<file path="src/design/pio_pkg.sv">
/*
 shared constants and carrier types for the programmed io channel and its
 multiplexed block-transfer channel.
 assumes a 16-bit processor with an accumulator, an instruction register and
 a memory address/data register pair that can be lent to the channel.
*/
// Summary of operation
// - eight select lines address up to 255 controllers
// - select from instruction, data from accumulator, together
// - output sends accumulator, input returns into accumulator
// - exchange only with currently addressed controller
// - interrogate returns highest-priority requesting controller address
// - multiplexed channel serves sixteen controllers autonomously
// - multiplexed transfers only between instructions, same lines
// - two control words: address, length, direction/type
// - burst or single transfers, byte or word
// - byte mode packs/unpacks two bytes per word
// - decrement length; zero raises controller interrupt
// - on request stall processor, mimic io instruction
// - memory reached through processor address/data registers
`default_nettype none
package pio_pkg;
    localparam int SEL_W = 8;
    localparam int DATA_W = 16;
    localparam int MUX_CH = 16;
    localparam int CH_W = 4;
    localparam logic [7:0] SEL_IDLE = 8'h00;
    // control word 1 field positions
    localparam int CW_DIR_BIT = 15;
    localparam int CW_BYTE_BIT = 14;
    localparam int CW_BURST_BIT = 13;
    localparam int CW_LEN_W = 13;
    localparam logic [15:0] CW_RST = 16'h0000;

    typedef enum logic [1:0] {PIO_NONE, PIO_OUT, PIO_IN, PIO_ASK} pio_op_e;

    typedef struct packed {
        pio_op_e op;
        logic [SEL_W-1:0] sel;
        logic [DATA_W-1:0] data;
    } pio_req_s;

    typedef struct packed {
        logic [SEL_W-1:0] sel;
        logic [DATA_W-1:0] data;
        logic wr;
        logic rd;
    } pio_bus_s;

    typedef struct packed {
        logic [DATA_W-1:0] addr;
        logic [DATA_W-1:0] data;
        logic wr;
        logic rd;
    } pio_mem_s;

    typedef struct packed {
        logic [CH_W-1:0] ch;
        logic [DATA_W-1:0] word;
        logic last;
    } pio_word_s;
endpackage
`default_nettype wire

</file>
<file path="src/design/pio_channel.sv">
/*
 programmed io channel with multiplexed block-transfer channel sharing it.
 assumes the processor presents one io request per instruction gap, holds it
 until done, and obeys procHold; memory answers reads in the same cycle as rd.
 controller data appears on devData in the same cycle as a read strobe.
*/
`default_nettype none
module pio_channel #(
    parameter int MUX_N = 16
) (
    input wire logic clk,
    input wire logic sys_rst,
    input wire pio_pkg::pio_req_s procReq,
    input wire logic instrGap,
    output logic procDone,
    output logic [15:0] procAcc,
    output logic procHold,
    output pio_pkg::pio_bus_s devBus,
    input wire logic [15:0] devData,
    input wire logic [254:0] devShareReq,
    input wire logic [15:0] muxSvcReq,
    output pio_pkg::pio_mem_s memBus,
    input wire logic [15:0] memRdata,
    input wire logic cwWrite,
    input wire logic [3:0] cwChan,
    input wire logic cwSel,
    input wire logic [15:0] cwData,
    input wire logic [15:0] cwEnable,
    output logic [15:0] blockIrq
);
    import pio_pkg::*;

    // ==================================================
    // input synchronisers
    logic [15:0] svcMeta_q, svcSync_q;
    logic [254:0] shrMeta_q, shrSync_q;
    always_ff @(posedge clk or posedge sys_rst)
    begin
        if (sys_rst)
        begin
            svcMeta_q <= '0;
            svcSync_q <= '0;
            shrMeta_q <= '0;
            shrSync_q <= '0;
        end
        else
        begin
            svcMeta_q <= muxSvcReq;
            svcSync_q <= svcMeta_q;
            shrMeta_q <= devShareReq;
            shrSync_q <= shrMeta_q;
        end
    end

    // ==================================================
    // control words and priority
    logic [15:0] addrW_q [MUX_N];
    logic [15:0] ctlW_q [MUX_N];
    logic [15:0] irq_q;
    logic [MUX_N-1:0] pend;
    logic anyPend;
    logic [3:0] winCh;
    logic [7:0] askSel;
    // only enabled, unfinished blocks are served; a stale synced request cannot re-take a done block
    assign pend = svcSync_q[MUX_N-1:0] & cwEnable[MUX_N-1:0] & ~irq_q[MUX_N-1:0];
    assign anyPend = |pend;
    always_comb
    begin
        winCh = 4'h0;
        for (int i = MUX_N - 1; i >= 0; i--)
            if (pend[i])
                winCh = 4'(i);
    end
    always_comb
    begin
        askSel = SEL_IDLE;
        for (int i = 254; i >= 0; i--)
            if (shrSync_q[i])
                askSel = 8'(i + 1);
    end

    // ==================================================
    // sequencer
    typedef enum {S_IDLE, S_PIO, S_PIN, S_MRD, S_MWAIT, S_DOUT, S_DIN, S_MWR, S_REL, S_DONE} pio_st_e;
    pio_st_e st_q;
    logic [3:0] ch_q;
    logic half_q;
    logic [15:0] pack_q;
    logic [15:0] wordOut_q;
    pio_bus_s bus_q;
    pio_mem_s mem_q;
    logic done_q, hold_q;
    logic [15:0] acc_q;
    logic [15:0] curCtl, curAddr, devByteWord;
    logic isByte, isIn, isBurst, lenZeroNext, advWord;
    assign curCtl = ctlW_q[ch_q];
    assign curAddr = addrW_q[ch_q];
    assign isIn = curCtl[CW_DIR_BIT];
    assign isByte = curCtl[CW_BYTE_BIT];
    assign isBurst = curCtl[CW_BURST_BIT];
    assign lenZeroNext = (curCtl[CW_LEN_W-1:0] == 13'h0001);
    // low byte first, high byte second, on both directions
    assign devByteWord = !isByte ? devData : (half_q ? {devData[7:0], pack_q[7:0]} : {8'h00, devData[7:0]});
    assign advWord = !isByte || half_q;

    always_ff @(posedge clk or posedge sys_rst)
    begin
        if (sys_rst)
        begin
            st_q <= S_IDLE;
            ch_q <= 4'h0;
            half_q <= 1'b0;
            pack_q <= 16'h0000;
            wordOut_q <= 16'h0000;
            bus_q <= '0;
            mem_q <= '0;
            done_q <= 1'b0;
            hold_q <= 1'b0;
            acc_q <= 16'h0000;
            irq_q <= 16'h0000;
            for (int i = 0; i < MUX_N; i++)
            begin
                addrW_q[i] <= 16'h0000;
                ctlW_q[i] <= CW_RST;
            end
        end
        else
        begin
            done_q <= 1'b0;
            bus_q.wr <= 1'b0;
            bus_q.rd <= 1'b0;
            mem_q.wr <= 1'b0;
            mem_q.rd <= 1'b0;
            if (cwWrite && st_q == S_IDLE)
            begin
                if (cwSel)
                    ctlW_q[cwChan] <= cwData;
                else
                    addrW_q[cwChan] <= cwData;
                if (cwSel && cwData[CW_LEN_W-1:0] != 13'h0000)
                    irq_q[cwChan] <= 1'b0;
            end
            case (st_q)
                S_IDLE:
                begin
                    // stealing waits for an instruction boundary
                    if (instrGap && anyPend && !cwWrite)
                    begin
                        hold_q <= 1'b1;
                        ch_q <= winCh;
                        half_q <= 1'b0;
                        st_q <= ctlW_q[winCh][CW_DIR_BIT] ? S_DIN : S_MRD;
                    end
                    else if (instrGap && procReq.op != PIO_NONE && !done_q)
                    begin
                        st_q <= S_PIO;
                    end
                end
                S_PIO:
                begin
                    // select from instruction, data from accumulator, same cycle
                    bus_q.sel <= procReq.sel;
                    bus_q.data <= procReq.data;
                    bus_q.wr <= (procReq.op == PIO_OUT);
                    bus_q.rd <= (procReq.op == PIO_IN);
                    if (procReq.op == PIO_ASK)
                    begin
                        acc_q <= {8'h00, askSel};
                        st_q <= S_DONE;
                    end
                    else
                        st_q <= (procReq.op == PIO_IN) ? S_PIN : S_DONE;
                end
                S_PIN:
                begin
                    acc_q <= devData;
                    st_q <= S_DONE;
                end
                S_DONE:
                begin
                    done_q <= 1'b1;
                    st_q <= S_IDLE;
                end
                S_MRD:
                begin
                    if (isByte && half_q)
                        st_q <= S_DOUT;
                    else
                    begin
                        mem_q.addr <= curAddr;
                        mem_q.rd <= 1'b1;
                        st_q <= S_MWAIT;
                    end
                end
                S_MWAIT:
                begin
                    wordOut_q <= memRdata;
                    st_q <= S_DOUT;
                end
                S_DOUT:
                begin
                    // controller sees an ordinary output instruction
                    bus_q.sel <= {4'h0, ch_q} + 8'h01;
                    bus_q.data <= !isByte ? wordOut_q : (half_q ? {8'h00, wordOut_q[15:8]} : {8'h00, wordOut_q[7:0]});
                    bus_q.wr <= 1'b1;
                    st_q <= S_MWR;
                end
                S_DIN:
                begin
                    bus_q.sel <= {4'h0, ch_q} + 8'h01;
                    bus_q.rd <= 1'b1;
                    st_q <= S_MWR;
                end
                S_MWR:
                begin
                    if (isIn)
                    begin
                        pack_q <= devByteWord;
                        if (advWord)
                        begin
                            mem_q.addr <= curAddr;
                            mem_q.data <= devByteWord;
                            mem_q.wr <= 1'b1;
                        end
                    end
                    half_q <= isByte ? !half_q : 1'b0;
                    if (advWord)
                    begin
                        addrW_q[ch_q] <= curAddr + 16'h0001;
                        ctlW_q[ch_q][CW_LEN_W-1:0] <= curCtl[CW_LEN_W-1:0] - 13'h0001;
                        if (lenZeroNext)
                            irq_q[ch_q] <= 1'b1;
                    end
                    // burst keeps the processor halted while requests and block length remain
                    if (isByte && !half_q)
                        st_q <= isIn ? S_DIN : S_MRD;
                    else if (isBurst && !lenZeroNext && pend[ch_q])
                        st_q <= isIn ? S_DIN : S_MRD;
                    else
                        st_q <= S_REL; // memory write still lands under hold
                end
                S_REL:
                begin
                    hold_q <= 1'b0;
                    st_q <= S_IDLE;
                end
                default: st_q <= S_IDLE;
            endcase
        end
    end

    assign procDone = done_q;
    assign procAcc = acc_q;
    assign procHold = hold_q;
    assign devBus = bus_q;
    assign memBus = mem_q;
    assign blockIrq = irq_q;

    // ==================================================
    // checks
    a_hold_in_gap: assert property (@(posedge clk) disable iff (sys_rst) $rose(procHold) |-> $past(instrGap))
        else $error("hold raised outside instruction gap");
    a_irq_on_zero: assert property (@(posedge clk) disable iff (sys_rst)
        (st_q == S_MWR && advWord && lenZeroNext) |=> blockIrq[$past(ch_q)])
        else $error("block interrupt missing at zero length");
    a_in_to_acc: assert property (@(posedge clk) disable iff (sys_rst)
        (st_q == S_PIO && procReq.op == PIO_IN) |=> devBus.rd ##1 (procAcc == $past(devData)))
        else $error("input word not returned to accumulator");
    a_out_sel: assert property (@(posedge clk) disable iff (sys_rst)
        (st_q == S_PIO && procReq.op == PIO_OUT) |=> devBus.wr && devBus.sel == $past(procReq.sel)
        && devBus.data == $past(procReq.data))
        else $error("output select or data wrong");
    a_mux_sel: assert property (@(posedge clk) disable iff (sys_rst)
        (devBus.wr || devBus.rd) && procHold |-> devBus.sel == {4'h0, ch_q} + 8'h01)
        else $error("stolen cycle addressed wrong controller");
    a_prio_low: assert property (@(posedge clk) disable iff (sys_rst)
        (st_q == S_IDLE && instrGap && anyPend && !cwWrite) |=> ((($past(pend) >> ch_q) & 16'h0001) == 16'h0001)
        && (($past(pend) & ((16'h0001 << ch_q) - 16'h0001)) == 16'h0000))
        else $error("priority order violated");
    a_mem_via_reg: assert property (@(posedge clk) disable iff (sys_rst) memBus.wr |-> procHold)
        else $error("memory written without holding processor");
    a_enable_gate: assert property (@(posedge clk) disable iff (sys_rst)
        $rose(procHold) |-> $past(cwEnable[winCh]))
        else $error("disabled channel served");
    a_ask_addr: assert property (@(posedge clk) disable iff (sys_rst)
        (st_q == S_PIO && procReq.op == PIO_ASK) |=> procAcc == {8'h00, $past(askSel)})
        else $error("interrogation returned wrong address");
    c_pio_out: cover property (@(posedge clk) disable iff (sys_rst) devBus.wr && !procHold);
    c_byte_in: cover property (@(posedge clk) disable iff (sys_rst) st_q == S_MWR && isIn && isByte && half_q);
    c_irq: cover property (@(posedge clk) disable iff (sys_rst) $rose(blockIrq[0]));
endmodule // pio_channel
`default_nettype wire

</file>
<file path="config.mk">
export PLATFORM = sky130hd
export DESIGN_NAME = pio_channel
export DESIGN_NICKNAME = d
export VERILOG_FILES = /design/src/design/pio_pkg.sv /design/src/design/pio_channel.sv
export SDC_FILE = /design/constraint.sdc
export NUM_CORES = 2
export LEC_CHECK = 0
export BUFFER_PORTS_ARGS = -buffer_cell sky130_fd_sc_hd__buf_2
export CAP_MARGIN = 20
export CORE_AREA = 2 2 405 327
export CTS_CLUSTER_DIAMETER = 50
export DETAILED_ROUTE_END_ITERATION = 7
export DIE_AREA = 0 0 407 329
export HOLD_SLACK_MARGIN = 0.1
export PLACE_DENSITY = 0.66
export SKIP_CTS_REPAIR_TIMING = 1
export SLEW_MARGIN = 20
export SYNTH_ARGS = -nofsm -noshare
export SYNTH_HDL_FRONTEND = slang
export SYNTH_SLANG_ARGS = --single-unit
</file>
<file path="constraint.sdc">
create_clock -name clk -period 73.8 [get_ports clk]
set_clock_uncertainty 0.05 [all_clocks]
set_input_delay 3.69 -clock clk [delete_from_list [all_inputs] [get_ports clk]]
set_output_delay 3.69 -clock clk [all_outputs]
set_load 0.005 [all_outputs]
</file>
==> impl_metrics.py <==
metrics = {
    "clock_network": {
        "cts_sinks": 1181,
        "cts_root_buf": "clkbuf_16",
        "cts_buffers": 138,
        "cts_buffer_depth": 3,
        "clk_pin_slew_worst_paths_ns": 0.06,
        "h-tree-depth": 4,
        "cts_tree": "yes",
        "clk_latency_ns": 0.75,
    },
    "worst_hold_path": {
        "min_from": "shrMeta_q[253]",
        "hold_path_end": "shrSync_q[253]",
        "hold_path.class": "flip-flop to flip-flop",
        "holdPathStages": 0,
    },
    "die": {
        "ioPinCount": 464,
        "rows": 119,
        "coreArea_sq_um": 130000,
        "die_x_um": 407,
        "die_y_um": 329,
        "dieArea_sq_um": 134000,
        "initial_core_util": 0.397,
    },
    "place": {
        "place_congestion": 0.916,
        "port_buffers": 463,
        "dpl_cell_area_sq_um": 55400,
        "hpwl_um": 105000,
    },
    "yosys": {
        "syn_area_per_cell_sq_um": 11.8,
        "synth.area.top_cells": "dfrtp_1 (57%), mux4_2 (4.4%), mux2i_1 (4.3%)",
        "ys_seq_area_frac": 0.572,
        "ys_ff_latch": 1181,
        "ys_async_sr_fraction": 1.00,
        "syn-num-nets": 4757,
        "synth_ff_type": "dfrtp_1",
        "synth_cells": 4380,
        "synthesis.area_sq_um": 51700,
        "yosys.area.top_type": "dfrtp_1",
        "synth.top_cell.area_share": 0.572,
        "ys_warn_count": 0,
        "synth_edf_count": 0,
        "ys_types": 93,
    },
    "detailed_routing": {
        "drtAntennaViolNets": 0,
        "drt-wirelength-per-cell_um": 24.4,
        "via_count": 37800,
        "routed_wirelength_um": 162000,
        "drc": 0,
        "routed_via_density": 5.70,
        "first_pass_iters": 6,
        "first_iter_violations": 3786,
    },
    "pwr": {
        "finalPower_mw": 2.19,
        "leakage_nw": 25.3,
        "ir_drop_mv": 0.0261,
        "p_per_area_nw_per_um2": 36.4,
    },
    "timing": {
        "worstMarginPinSlew_ns": 1.25,
        "relSlewSlack": 0.162,
        "period_share": 0.0867,
        "finalSetupViolCount": 0,
        "period_needed_ns": 6.40,
        "finalSetupTns_ns": 0,
        "rsz0062_at_grt": "no",
        "finalHoldViolations": 0,
        "max_freq_ghz": 0.156,
        "drv_slew": 0,
    },
    "finish": {
        "num-fill-cells": 11800,
        "multi_input_area_sq_um": 20300,
        "finalNetCount": 5125,
        "layout-drive-gt1-share": 0.245,
        "final_area_sq_um": 60100,
        "syn_to_final_growth_pct": 16.3,
        "seqCellArea_sq_um": 29600,
    },
    "critical_path": {
        "worstPathRequired_ns": 74.48,
        "worstSetupStartpointType": "primary input",
        "cp.arrival_ns": 7.08,
        "rrSetupSlack_ns": 68.35,
        "reg2reg_from": "ch_q[0]",
        "path_class": "primary input to async pin",
        "end_kind": "async pin",
        "reg2regPathDepth": 10,
        "worst-path-max-fanout": 134,
        "r2r_end": "st_q[2]",
    },
    "run_status": {
        "status": "finished clean",
    },
    "run": {
        "cap_viol_max_count": 0,
    },
    "global_route": {
        "grt_max_degree": 191,
        "grt_pass1_vias": 38000,
        "overflow": 0,
        "grt_usage": 0.241,
        "antenna_found_initial": 28,
        "grt_first_pass_wirelength_um": 243000,
    },
}
==> report_power, final <==
part	internal [mW]	switching, mW	leakage [nW]
sequential	0.785	0.0831	13.7
combinational	0.255	0.373	9.27
clock	0.405	0.286	2.27
==> worst max-delay path by stage <==
stage | from | to | slack [ns] | cells past startpoint
after floorplan | sys_rst | async pin | 36.79 | 1
after global placement | sys_rst | addrW_q[103] | 66.52 | 5
after detailed placement | sys_rst | addrW_q[103] | 66.52 | 5
after CTS | sys_rst | ctlW_q[75] | 67.33 | 5
after global routing | sys_rst | ctlW_q[75] | 66.85 | 5
final | sys_rst | ctlW_q[56] | 67.40 | 5
==> flip-flops by register name, summed over array words and instances, names as in the netlist, named ones only <==
signal,cells
procHold,1
svcSync_q,16
pack_q,8
memBus,34
addrW_q,256
ch_q,4
half_q,1
st_q,4
shrMeta_q,255
wordOut_q,16
procDone,1
blockIrq,16
devBus,26
svcMeta_q,16
shrSync_q,255
procAcc,16
ctlW_q,208
==> critical path, cell delays in order <==
cell and delay (ns):
buf_2 0.13, inv_8 0.59, buf_4 0.75, buf_4 0.89, buf_4 0.85
==> per-stage QoR <==
| step | utilization | std cells | hold slack (ns) | setup WS [ns] |
|---|---|---|---|---|
| global route | 0.461 | 6620 | 0.301 | 66.85 |
| detailed placement | 0.425 | 6362 | 0.285 | 66.52 |
| floorplan | - | 4380 | 0.281 | 36.79 |
| finish | 0.461 | 6622 | 0.289 | 67.40 |
| global placement | 0.425 | 6360 | 0.282 | 66.52 |
| CTS | 0.461 | 6609 | 0.292 | 67.33 |
==> Yosys cell counts (52+ instances only) <==
cell,n
mux2i_1,224
mux4_2,100
nand2_1,362
inv_1,80
nor2b_1,210
clkbuf_1,223
dfrtp_1,1181
o21ai_0,254
a21oi_1,332
nor3_1,60
a211oi_1,196
nor4_1,77
nand3_1,52
mux2_2,149
nor2_1,267
==> cells in the final DEF (no fill, tap or decap), drive strengths merged, types with 11 or more instances in the layout <==
| master | instances |
|---|---|
| a21oi | 344 |
| o21ai | 297 |
| mux4 | 144 |
| clkinv | 23 |
| inv | 105 |
| buf | 552 |
| nand3 | 52 |
| dfrtp | 1181 |
| nand2b | 18 |
| nand2 | 397 |
| a2111oi | 16 |
| a21boi | 11 |
| mux2i | 224 |
| xor2 | 19 |
| nor2b | 210 |
| nor3 | 60 |
| mux2 | 149 |
| a22oi | 26 |
| o31ai | 33 |
| nor2 | 270 |
| and2 | 13 |
| a31oi | 16 |
| nor4 | 80 |
| and3 | 28 |
| nand4 | 25 |
| clkbuf | 191 |
| nand3b | 16 |
| a211oi | 196 |
| diode | 13 |
| o211ai | 14 |
==> layout make-up <==
| class | count | share of cell area |
|---|---|---|
| tap | 1754 | 0.0365 |
| sequential | 1181 | 0.492 |
| clock inverter | 56 | 0.0108 |
| inverter | 85 | 0.00543 |
| timing repair buffer | 552 | 0.0504 |
| antenna | 13 | 0.000541 |
| clock buffer | 191 | 0.0663 |
| multi-input combinational | 2790 | 0.338 |
==> routing by layer <==
metal,up-vias,track usage,wire length (um)
met5,-,0,128
met4,24,0.0882,5650
met3,351,0.0590,14400
met2,1772,0.378,75200
met1,19100,0.326,66300
li1,16500,-,-
==> logic make-up after synthesis <==
family,after synthesis,share of synthesized area
mux,517,0.142
simple gates,1200,0.114
flops,1181,0.572
xor+xnor,28,0.00627
compound gates,1038,0.125
buf+inv,409,0.0391
fa+ha+maj,7,0.00169
Power figures use the tool's default switching activity.
